===== src/rtl/line_ctrl_pkg.sv =====
// Constants, offsets and reset values of the parallel line controller.
// Assumes a 32-bit Avalon-MM slave with byte addresses on a 125 MHz clock.
// Function
// - Ownership enable write 1 gives line to controller
// - Ownership disable write 1 gives line to peripheral
// - Ownership status reads 1 when controller owns
// - Driver enable write 1 turns driver on
// - Driver disable write 1 turns driver off
// - Driver status reads 1 when output enabled
// - Filter enable write 1 switches filter on
// - Filter disable write 1 switches filter off
// - Filter status reads 1 while filter active
// - Level set write 1 schedules high level
// - Level clear write 1 schedules low level
// - Level status returns scheduled drive level
// - Direct level writes only on permitted lines
// - Select A clears status, select B sets
// - Pin levels sampled only while clock enabled
// - Change status resets zero, records later changes
// - Ownership reset value set per product
// - Registers 32 bits; undefined lines read zero
// - Reading change status clears all pending bits
package line_ctrl_pkg;

   // ************************************************************
   // Register byte offsets
   // ************************************************************
   localparam logic [7:0] OFS_OWN_EN      = 8'h00;
   localparam logic [7:0] OFS_OWN_DIS     = 8'h04;
   localparam logic [7:0] OFS_OWN_STAT    = 8'h08;
   localparam logic [7:0] OFS_DRV_EN      = 8'h10;
   localparam logic [7:0] OFS_DRV_DIS     = 8'h14;
   localparam logic [7:0] OFS_DRV_STAT    = 8'h18;
   localparam logic [7:0] OFS_FLT_EN      = 8'h20;
   localparam logic [7:0] OFS_FLT_DIS     = 8'h24;
   localparam logic [7:0] OFS_FLT_STAT    = 8'h28;
   localparam logic [7:0] OFS_LVL_SET     = 8'h30;
   localparam logic [7:0] OFS_LVL_CLR     = 8'h34;
   localparam logic [7:0] OFS_LVL_STAT    = 8'h38;
   localparam logic [7:0] OFS_PIN_STAT    = 8'h3C;
   localparam logic [7:0] OFS_CHG_STAT    = 8'h4C;
   localparam logic [7:0] OFS_SEL_A       = 8'h70;
   localparam logic [7:0] OFS_SEL_B       = 8'h74;
   localparam logic [7:0] OFS_SEL_STAT    = 8'h78;
   localparam logic [7:0] OFS_PERMIT_EN   = 8'hA0;
   localparam logic [7:0] OFS_PERMIT_DIS  = 8'hA4;
   localparam logic [7:0] OFS_PERMIT_STAT = 8'hA8;
   localparam logic [7:0] OFS_CLK_CTRL    = 8'hB0;

   // ************************************************************
   // Reset values and line map
   // ************************************************************
   localparam logic [31:0] RST_ZERO       = 32'h0000_0000;
   localparam logic [31:0] RST_OWN_STAT   = 32'hFFFF_FFFF;
   localparam logic [31:0] LINE_MASK_DEF  = 32'hFFFF_FFFF;
   localparam logic [31:0] MUXED_MASK_DEF = 32'hFFFF_FFFF;
   localparam logic        RST_CLK_EN     = 1'b1;

   // Bus answer states
   typedef enum logic [0:0]
   {
      BUS_IDLE = 1'b0,
      BUS_DONE = 1'b1
   } bus_state_t;

endpackage


===== src/rtl/line_controller.sv =====
// Register control of a 32-line parallel I/O controller.
// Assumes an Avalon-MM master; pin inputs are synchronous to sys_clk.
//
// The implementer's own choice: the Avalon-MM register port.
`timescale 1ns/1ps
`default_nettype none
module line_controller
   import line_ctrl_pkg::*;
#(
   parameter logic [31:0] LINE_MASK    = LINE_MASK_DEF,
   parameter logic [31:0] MUXED_MASK   = MUXED_MASK_DEF,
   parameter logic [31:0] OWN_RST_VAL  = RST_OWN_STAT
)
(
   // Clock and reset
   input  wire logic        sys_clk,
   input  wire logic        rst,
   // Avalon-MM slave
   input  wire logic [7:0]  address,
   input  wire logic        read,
   input  wire logic        write,
   input  wire logic [31:0] writedata,
   input  wire logic [3:0]  byteenable,
   output logic      [31:0] readdata,
   output logic             waitrequest,
   output logic      [1:0]  response,
   // Line levels
   input  wire logic [31:0] pin_in,
   // Line configuration outputs
   output logic      [31:0] line_owned,
   output logic      [31:0] drive_enable,
   output logic      [31:0] filter_enable,
   output logic      [31:0] drive_level,
   output logic      [31:0] periph_b_sel,
   output logic      [31:0] permit
);

   // ************************************************************
   // Declarations
   // ************************************************************
   bus_state_t  bus_q;            // Answer state
   logic [31:0] own_q;            // Ownership status
   logic [31:0] drv_q;            // Driver status
   logic [31:0] flt_q;            // Filter status
   logic [31:0] lvl_q;            // Scheduled level
   logic [31:0] sel_q;            // Peripheral B selected
   logic [31:0] perm_q;           // Output write permit
   logic [31:0] pin_q;            // Sampled pin levels
   logic [31:0] pin_prev_q;       // Previous sample
   logic [31:0] chg_q;            // Input change flags
   logic        clk_en_q;         // Controller clock enable
   logic        primed_q;         // A first sample exists
   logic [31:0] rdata_d;          // Read mux value
   logic        hit_d;            // Address is mapped
   logic [31:0] wmask;            // Byte lane mask
   logic [31:0] wbits;            // Written ones on defined lines
   logic        wr_go;            // Write takes effect
   logic        rd_go;            // Read is answered
   logic [31:0] chg_new;          // Changes seen this cycle

   // ************************************************************
   // Bus handshake
   // ************************************************************
   // One wait cycle then answer; writes act at the answer edge, reads capture data at the edge before it
   always_ff @(posedge sys_clk)
   begin
      if (rst)
      begin
         bus_q <= BUS_IDLE;
      end
      else if (bus_q == BUS_DONE)
      begin
         bus_q <= BUS_IDLE;
      end
      else if (read || write)
      begin
         bus_q <= BUS_DONE;
      end
   end

   assign waitrequest = (read || write) && (bus_q == BUS_IDLE);
   assign wr_go       = write && (bus_q == BUS_DONE);
   assign rd_go       = read && (bus_q == BUS_DONE);

   // Byte lanes and defined lines gate every written line bit; lane 0 alone gates the clock control bit
   // undefined lines ignore writes
   always_comb
   begin
      wmask = {{8{byteenable[3]}}, {8{byteenable[2]}}, {8{byteenable[1]}}, {8{byteenable[0]}}};
      wbits = writedata & wmask & LINE_MASK;
   end

   // ************************************************************
   // Ownership register
   // ************************************************************
   // Set by enable, cleared by disable; unmuxed lines stay owned
   always_ff @(posedge sys_clk)
   begin
      if (rst)
      begin
         own_q <= OWN_RST_VAL;
      end
      else if (wr_go && address == OFS_OWN_EN)
      begin
         own_q <= own_q | wbits;
      end
      else if (wr_go && address == OFS_OWN_DIS)
      begin
         own_q <= own_q & ~(wbits & MUXED_MASK);
      end
   end

   // ************************************************************
   // Output driver register
   // ************************************************************
   always_ff @(posedge sys_clk)
   begin
      if (rst)
      begin
         drv_q <= RST_ZERO;
      end
      else if (wr_go && address == OFS_DRV_EN)
      begin
         drv_q <= drv_q | wbits;
      end
      else if (wr_go && address == OFS_DRV_DIS)
      begin
         drv_q <= drv_q & ~wbits;
      end
   end

   // ************************************************************
   // Glitch filter register
   // ************************************************************
   always_ff @(posedge sys_clk)
   begin
      if (rst)
      begin
         flt_q <= RST_ZERO;
      end
      else if (wr_go && address == OFS_FLT_EN)
      begin
         flt_q <= flt_q | wbits;
      end
      else if (wr_go && address == OFS_FLT_DIS)
      begin
         flt_q <= flt_q & ~wbits;
      end
   end

   // ************************************************************
   // Output level register
   // ************************************************************
   always_ff @(posedge sys_clk)
   begin
      if (rst)
      begin
         lvl_q <= RST_ZERO;
      end
      else if (wr_go && address == OFS_LVL_SET)
      begin
         lvl_q <= lvl_q | wbits;
      end
      else if (wr_go && address == OFS_LVL_CLR)
      begin
         lvl_q <= lvl_q & ~wbits;
      end
      else if (wr_go && address == OFS_LVL_STAT)
      begin
         lvl_q <= (lvl_q & ~(perm_q & wmask & LINE_MASK)) | (wbits & perm_q);
      end
   end

   // ************************************************************
   // Peripheral selection register
   // ************************************************************
   always_ff @(posedge sys_clk)
   begin
      if (rst)
      begin
         sel_q <= RST_ZERO;
      end
      else if (wr_go && address == OFS_SEL_A)
      begin
         sel_q <= sel_q & ~wbits;
      end
      else if (wr_go && address == OFS_SEL_B)
      begin
         sel_q <= sel_q | wbits;
      end
   end

   // ************************************************************
   // Output write permission register
   // ************************************************************
   always_ff @(posedge sys_clk)
   begin
      if (rst)
      begin
         perm_q <= RST_ZERO;
      end
      else if (wr_go && address == OFS_PERMIT_EN)
      begin
         perm_q <= perm_q | wbits;
      end
      else if (wr_go && address == OFS_PERMIT_DIS)
      begin
         perm_q <= perm_q & ~wbits;
      end
   end

   // ************************************************************
   // Controller clock enable
   // ************************************************************
   // Bit 0 of the clock control register gates sampling
   always_ff @(posedge sys_clk)
   begin
      if (rst)
      begin
         clk_en_q <= RST_CLK_EN;
      end
      else if (wr_go && address == OFS_CLK_CTRL && byteenable[0])
      begin
         clk_en_q <= writedata[0];
      end
   end

   // ************************************************************
   // Pin sampling
   // ************************************************************
   // Samples freeze while the clock is off
   always_ff @(posedge sys_clk)
   begin
      if (rst)
      begin
         pin_q      <= RST_ZERO;
         pin_prev_q <= RST_ZERO;
         primed_q   <= 1'b0;
      end
      else if (clk_en_q)
      begin
         pin_q      <= pin_in & LINE_MASK;
         pin_prev_q <= pin_q;
         primed_q   <= 1'b1;
      end
   end

   // Current sample is compared with the previous one; the first sample with the reset zero
   assign chg_new = (primed_q && clk_en_q) ? (pin_q ^ pin_prev_q) : RST_ZERO;

   // ************************************************************
   // Input change status
   // ************************************************************
   // Cleared at the edge that captures the read data, so no change is lost
   always_ff @(posedge sys_clk)
   begin
      if (rst)
      begin
         chg_q <= RST_ZERO;
      end
      else if (read && bus_q == BUS_IDLE && address == OFS_CHG_STAT)
      begin
         chg_q <= chg_new;
      end
      else
      begin
         chg_q <= chg_q | chg_new;
      end
   end

   // ************************************************************
   // Read data
   // ************************************************************
   always_comb
   begin
      hit_d   = 1'b1;
      rdata_d = RST_ZERO;
      case (address)
         OFS_OWN_STAT:    rdata_d = own_q;
         OFS_DRV_STAT:    rdata_d = drv_q;
         OFS_FLT_STAT:    rdata_d = flt_q;
         OFS_LVL_STAT:    rdata_d = lvl_q;
         OFS_PIN_STAT:    rdata_d = pin_q;
         OFS_CHG_STAT:    rdata_d = chg_q;
         OFS_SEL_STAT:    rdata_d = sel_q;
         OFS_PERMIT_STAT: rdata_d = perm_q;
         OFS_CLK_CTRL:    rdata_d = {31'h0000_0000, clk_en_q};
         OFS_OWN_EN, OFS_OWN_DIS, OFS_DRV_EN, OFS_DRV_DIS, OFS_FLT_EN, OFS_FLT_DIS,
         OFS_LVL_SET, OFS_LVL_CLR, OFS_SEL_A, OFS_SEL_B, OFS_PERMIT_EN, OFS_PERMIT_DIS:
            rdata_d = RST_ZERO;
         default:         hit_d = 1'b0;
      endcase
   end

   // Read data registered; stands during the answer cycle
   always_ff @(posedge sys_clk)
   begin
      if (rst)
      begin
         readdata <= RST_ZERO;
         response <= 2'h0;
      end
      else if ((read || write) && bus_q == BUS_IDLE)
      begin
         readdata <= rdata_d & ((address == OFS_CLK_CTRL) ? 32'hFFFF_FFFF : LINE_MASK);
         response <= hit_d ? 2'h0 : 2'h2;
      end
   end

   // ************************************************************
   // Outputs
   // ************************************************************
   assign line_owned    = own_q;
   assign drive_enable  = drv_q;
   assign filter_enable = flt_q;
   assign drive_level   = lvl_q;
   assign periph_b_sel  = sel_q;
   assign permit        = perm_q;

   // ************************************************************
   // Assertions
   // ************************************************************
   a_own_enable: assert property (@(posedge sys_clk) disable iff (rst)
      wr_go && address == OFS_OWN_EN |=> ((own_q & $past(wbits)) == $past(wbits)))
      else $error("ownership enable did not set line");
   a_own_disable: assert property (@(posedge sys_clk) disable iff (rst)
      wr_go && address == OFS_OWN_DIS |=> ((own_q & $past(wbits) & MUXED_MASK) == 32'h0))
      else $error("ownership disable did not clear line");
   a_drv_pair: assert property (@(posedge sys_clk) disable iff (rst)
      wr_go && address == OFS_DRV_DIS |=> ((drv_q & $past(wbits)) == 32'h0))
      else $error("driver disable failed");
   a_flt_hold: assert property (@(posedge sys_clk) disable iff (rst)
      !(wr_go && (address == OFS_FLT_EN || address == OFS_FLT_DIS)) |=> $stable(flt_q))
      else $error("filter changed without write");
   a_lvl_permit: assert property (@(posedge sys_clk) disable iff (rst)
      wr_go && address == OFS_LVL_STAT |=> (((lvl_q ^ $past(lvl_q)) & ~$past(perm_q)) == 32'h0))
      else $error("level written on unpermitted line");
   a_sel_b_sets: assert property (@(posedge sys_clk) disable iff (rst)
      wr_go && address == OFS_SEL_B |=> ((sel_q & $past(wbits)) == $past(wbits)))
      else $error("select B did not set status");
   a_pin_freeze: assert property (@(posedge sys_clk) disable iff (rst)
      !clk_en_q |=> $stable(pin_q))
      else $error("pins sampled while clock off");
   a_chg_clear: assert property (@(posedge sys_clk) disable iff (rst)
      read && bus_q == BUS_IDLE && address == OFS_CHG_STAT |=> (chg_q == $past(chg_new)))
      else $error("change status not cleared by read");
   a_wait_one: assert property (@(posedge sys_clk) disable iff (rst)
      (read || write) && bus_q == BUS_IDLE |=> !waitrequest)
      else $error("answer not given after one wait");

   c_own_dis: cover property (@(posedge sys_clk) wr_go && address == OFS_OWN_DIS);
   c_lvl_direct: cover property (@(posedge sys_clk) wr_go && address == OFS_LVL_STAT && perm_q != 32'h0);
   c_chg_read: cover property (@(posedge sys_clk) rd_go && address == OFS_CHG_STAT && chg_q != 32'h0);

endmodule
`default_nettype wire


===== config.mk =====
export PLATFORM = sky130hd
export DESIGN_NAME = line_controller
export DESIGN_NICKNAME = d
export VERILOG_FILES = /design/src/rtl/line_ctrl_pkg.sv /design/src/rtl/line_controller.sv
export SDC_FILE = /design/constraint.sdc
export NUM_CORES = 1
export LEC_CHECK = 0
export BUFFER_PORTS_ARGS = -buffer_cell sky130_fd_sc_hd__clkbuf_2
export CAP_MARGIN = 20
export CORE_UTILIZATION = 50
export CTS_CLUSTER_DIAMETER = 50
export DETAILED_ROUTE_END_ITERATION = 8
export PLACE_DENSITY = 0.72
export SYNTH_ARGS = -nofsm -noshare
export SYNTH_HDL_FRONTEND = slang
export SYNTH_SLANG_ARGS = --single-unit
export TNS_END_PERCENT = 30

===== constraint.sdc =====
create_clock -name sys_clk -period 2.38 [get_ports sys_clk]
set_input_delay 0.476 -clock sys_clk [delete_from_list [all_inputs] [get_ports sys_clk]]
set_output_delay 0.476 -clock sys_clk [all_outputs]
set_load 0.005 [all_outputs]

After elaboration in Yosys (flattened, before gate mapping)
Cells that the tools add are included.
{"block": "totals", "regBits": 325, "inputBits": 80, "output_inout_bits": 227, "word_cells": 105}
{"block": "op_classes", "n_eq_ne": 20, "n_mux": 19, "n_bitwise": 22, "n_reduce_logical": 30}
{"op": "$mux 32", "count": 15}
{"op": "$and 32x32->32", "count": 10}
{"op": "$pmux 32 s9", "count": 1}
{"op": "$or 32x32->32", "count": 8}
{"op": "$not 32->32", "count": 2}
{"op": "$eq 8x6->1 const B", "count": 7}
{"op": "$eq 8x7->1 const B", "count": 4}
{"op": "$eq 8x8->1 const B", "count": 4}
{"op": "$xor 32x32->32", "count": 1}
{"op": "$eq 8x5->1 const B", "count": 3}
{"op": "$reduce_or 21->1", "count": 1}
{"op": "$logic_and 1x1->1", "count": 20}
{"op": "$reduce_bool 2->1", "count": 5}
{"op": "$eq 8x3->1 const B", "count": 1}
{"op": "$eq 8x4->1 const B", "count": 1}
{"op": "$logic_not 8->1", "count": 1}
{"op": "$reduce_bool 3->1", "count": 1}
{"op": "$mux 1", "count": 2}
{"op": "$mux 2", "count": 1}
{"op": "$reduce_or 2->1", "count": 1}
{"op": "$logic_or 1x1->1", "count": 1}
{"op": "$not 1->1", "count": 1}

Depth between registers and ports, before layout
{"block": "depth", "word_depth": 7, "depth_mapped": 9, "depth_no_buf": 6}

Worst setup path before layout
No wires, ideal clock.
{"block": "synth_timing", "kind": "input-to-reg", "start": "input port address[7]", "end": "register readdata[11]", "setup_ps": 117, "t_arrival_ps": 1951, "required_time_ps": 2263, "path_slack_ps": 312, "cell_stages": 7, "n_path_buf": 2, "cell_sequence": "buf_2 buf_2 mux2_2 a22o_1 a221oi_1 o22ai_1 a22o_1"}
{"block": "synth_between", "elab_chain_cells": 2, "word_cells_on_any_way": 10, "classes_between": "eq/ne: 9; mux: 1"}
{"element": "from (decl)", "line_no": "line_controller.sv:19", "rtl": "input wire logic [7:0] address,"}
{"element": "$eq 8x8->1 (tied with other cells)", "line_no": "line_controller.sv:278", "rtl": "case (address)"}
{"element": "$pmux 32 s9 (*)", "line_no": "line_controller.sv:278"}
{"element": "to (signal assigned)", "line_no": "line_controller.sv:305", "rtl": "readdata <= rdata_d & ((address == OFS_CLK_CTRL) ? 32'hFFFF_FFFF : LINE_MASK);"}
{"element": "to (decl)", "line_no": "line_controller.sv:24", "rtl": "output logic [31:0] readdata,"}
Mark *: on every way between the ends. The rest lies on a longest branch, timed or not.
A chain may end at the register's enable or synchronous reset.

Worst setup path after layout
{"block": "layout_timing", "start": "input port address[4]", "end": "register readdata[0]"}
Same word-level chain as after synthesis.

==> results by group <==
Outcome
  • Status: completed

Yosys
  • Ranking of synthesized cells by instance count: sky130_fd_sc_hd__dfxtp_1, sky130_fd_sc_hd__o21ai_0, sky130_fd_sc_hd__a21oi_1, sky130_fd_sc_hd__nor2_1, sky130_fd_sc_hd__clkbuf_1
  • XOR/XNOR share of the synthesized area: 1.89%
  • Area share of fa/ha/maj cells after synthesis: 0%
  • Post-synthesis async set-or-reset flop share: 0%
  • Simple-gate area share of the yosys netlist: 16.5%
  • Post-synth EDFFs: 0
  • Cell area after synthesis: 0.0153 sq mm
  • Syn Nets: 1,829
  • Synthesis-stage register bit count: 324
  • Main area contributors after synthesis: sky130_fd_sc_hd__dfxtp_1, sky130_fd_sc_hd__o21ai_0, sky130_fd_sc_hd__a21oi_1
  • Multiplexer share of the synthesized area: 6.47%
  • Synth area leader: sky130_fd_sc_hd__dfxtp_1
  • Post-synthesis average cell area: 8.75 sq um
  • Sequential area share after synthesis: 42.4%
  • Fraction of the mapped netlist area in compound gates: 27.3%
  • Yosys Warn Count: 0
  • Cells after Synth: 1,749
  • Netlist cell types: 83
  • Leading register cell type out of synthesis: sky130_fd_sc_hd__dfxtp_1
  • Combinational family with the most area after synthesis: compound AO/OA/AOI/OAI gates
  • Cell with the most instances after synthesis: sky130_fd_sc_hd__dfxtp_1
  • Share of Yosys cell area claimed by the top area cell type: 42.4%

Critical path
  • Crit Path Category: in -> reg
  • Register-to-Register Setup Slack: 0.37 ns
  • Worst R2R End: readdata[29]
  • Crit-path max FO: 14
  • Critical Path RT: 2.78 ns
  • Worst reg2reg path startpoint: drive_level[29]
  • Category of the worst setup path launch point: input port
  • Worst EP arrival: 2.71 ns
  • Endpoint type of the worst setup path: flop
  • FF-to-FF path depth: 5

STA
  • Final Hold Violating Endpoints: 0
  • RSZ-0062 raised after global routing: false
  • Tightest Pin Transition: 1.07 ns
  • Fin crit share: 97.1%
  • Setup ws final: 0.0698 ns
  • Slew HR: 28.1%
  • Setup Skew: 0.0161 ns
  • Max Freq: 433 MHz
  • Clock period minus worst slack: 2.31 ns
  • Total of endpoints with negative setup slack in the final report: 0
  • Number of slew-limit violations in the final report: 0

Global routing
  • Number of antenna violations at the first check in global routing: 2
  • Number of global-route vias before repair: 14,543
  • Global-route wire length before repair: 88,600 microns
  • Largest net degree at the start of global routing: 87
  • GR Overflow Total: 0
  • Global-route usage over all layers: 36.8%

Job
  • Number of maximum-capacitance constraint violations: 0

Min path
  • Worst hold path stage count: 3
  • Worst hold path type: in -> reg
  • Critical hold path startpoint: pin_in[30]
  • Hold-critical path endpoint: pin_q[30]

Floorplan
  • Die Width: 177 microns
  • Starting Density: 51.2%
  • I/O pins: 307
  • Overall die area: 0.0313 sq mm
  • CORE AREA: 0.0299 sq mm
  • Die extent in y: 177 microns
  • Site Rows: 63

Pwr
  • Proportion of power drawn by the clock network: 48.1%
  • Switching power: 0.00304 W
  • Combinational fraction of design power: 7.0%
  • Power consumption: 0.0125 W
  • Switching power share of the total: 24.3%
  • VDD IR max: 0.000405 V
  • Static Leak: 7.63 nW
  • Power density relative to cell area: 659 mW/mm^2
  • Share of total power in sequential cells: 44.9%
  • Cell internal power dissipation: 0.00945 W

Placement
  • Count of placed standard cells including taps: 2,390
  • Number of port buffers: 305
  • Worst setup timing slack at the placement stage: -0.292 ns
  • Detailed placer's ending HPWL: 42,100 microns
  • Final Wtd Congestion: 0.965

Route
  • Routed WL per cell: 24.1 microns
  • Violation count after the first detailed-route iteration: 2,031
  • Vias per Instance: 6.52
  • DR pass1 iterations: 6
  • Final routed wirelength across all metal layers: 59,300 microns
  • Final ANT Viol Nets: 0
  • Total number of vias: 16,053
  • Residual DRC count: 0

Finish
  • Ratio of cells with drive above 1 in the final layout: 25.6%
  • Final nets: 2,122
  • Post-Layout Cell Count: 2,463
  • Post-synthesis to final-layout area growth: 23.9%
  • Final core utilization: 63.5%

Clock network
  • Cts hold-fix bufs: 0
  • Worst-skew pair later-pin latency: 0.53 ns
  • Number of clock buffers inserted by TritonCTS: 40
  • Clock tree from TritonCTS: done
  • Longest Clk Path Bufs: 3
  • Sink Count: 324
  • Number of H-tree levels: 2
  • Clock input transition at the sequential cells of the worst setup and hold paths: 0.06 ns
  • CTS Root Cell: sky130_fd_sc_hd__clkbuf_16
==> area by class of cell <==
| type | count | area [sq um] |
|---|---|---|
| multi-input cells | 1233 | 8020 |
| clock inverters | 10 | 91.3 |
| diodes | 2 | 5.00 |
| inverters | 31 | 116 |
| flip-flops and latches | 324 | 6490 |
| repair buffers | 412 | 2540 |
| well taps | 390 | 488 |
| clock buffers | 61 | 1210 |
| fillers | 2626 | 10900 |
==> placed cells by master, fill, tap and decap left out, types with 8 or more instances in the layout <==
master and instances:
sky130_fd_sc_hd__a32o_1 13, sky130_fd_sc_hd__a222oi_1 8, sky130_fd_sc_hd__o2111ai_1 25, sky130_fd_sc_hd__nand2_1 95, sky130_fd_sc_hd__nor2_1 111, sky130_fd_sc_hd__mux2_2 23
sky130_fd_sc_hd__nor3_1 14, sky130_fd_sc_hd__a32oi_1 11, sky130_fd_sc_hd__clkbuf_8 10, sky130_fd_sc_hd__a211oi_1 34, sky130_fd_sc_hd__o311ai_0 31, sky130_fd_sc_hd__buf_12 16
sky130_fd_sc_hd__clkbuf_2 304, sky130_fd_sc_hd__clkbuf_1 10, sky130_fd_sc_hd__xor2_1 33, sky130_fd_sc_hd__clkbuf_16 42, sky130_fd_sc_hd__dfxtp_1 323, sky130_fd_sc_hd__o21ai_0 176
sky130_fd_sc_hd__nand3b_1 27, sky130_fd_sc_hd__or3_1 95, sky130_fd_sc_hd__inv_1 29, sky130_fd_sc_hd__nand3_1 44, sky130_fd_sc_hd__a22o_1 32, sky130_fd_sc_hd__mux2i_1 73
sky130_fd_sc_hd__o221ai_1 11, sky130_fd_sc_hd__buf_4 91, sky130_fd_sc_hd__a21oi_1 173, sky130_fd_sc_hd__a221oi_1 12, sky130_fd_sc_hd__and3_1 8, sky130_fd_sc_hd__a22oi_1 69
==> worst max path at each step <==
stage / start / endpoint / slack, ns / depth (start not counted)
floorplan: address[7] / readdata[11] / 0.31 / 7
global placement: address[7] / readdata[1] / -0.30 / 8
detailed placement: address[7] / readdata[1] / -0.29 / 8
CTS: address[7] / readdata[1] / 0.24 / 8
global route: address[6] / readdata[28] / 0.03 / 7
finish: address[4] / readdata[0] / 0.07 / 7
==> cell families (layout without fill, tap and decap cells) <==
group,count (synthesis),in the layout
simple gates,460,460
xor+xnor,33,33
other cells,1,3
mux,96,96
compound gates,643,643
buf+inv,192,514
flops,324,324
==> worst max-delay path, stage by stage <==
cell and delay, ns:
sky130_fd_sc_hd__clkbuf_2 0.24, sky130_fd_sc_hd__buf_4 0.28, sky130_fd_sc_hd__buf_4 0.27, sky130_fd_sc_hd__mux2_2 0.36, sky130_fd_sc_hd__a222oi_1 0.67, sky130_fd_sc_hd__a2bb2oi_1 0.30
sky130_fd_sc_hd__a21oi_1 0.10
==> per-stage QoR <==
step                hold WS [ns]  TNS [ns]  instance area [sq um]
finish                     0.190         0                  19000
floorplan                  0.432         0                  15300
detailed placement         0.455     -2.66                  17600
global placement           0.442     -2.06                  17600
global route               0.203         0                  19000
CTS                        0.187         0                  19000
==> routing by layer <==
layer,vias up,share of wire (%),track usage [%]
li1,7155,-,-
met1,7610,40,51.2
met2,1099,44,54.9
met3,189,12,7.84
met4,0,4.4,15.6
met5,-,0,0
==> power by group through the flow <==
stage               Clock [W]  Combinational (W)  Sequential (W)
floorplan                   0           0.000492         0.00570
global placement            0           0.000824         0.00572
detailed placement          0           0.000839         0.00573
CTS                   0.00602           0.000846         0.00561
global route          0.00624           0.000924         0.00562
finish                0.00601           0.000870         0.00561
==> what timing repair did <==
| item | in CTS | in global routing |
|---|---|---|
| gates resized for setup | 0 | 1 |
| endpoints found under the setup margin | 0 | 1 |
| setup buffers | 0 | 0 |
No activity file was read; power rests on OpenSTA's default activity.
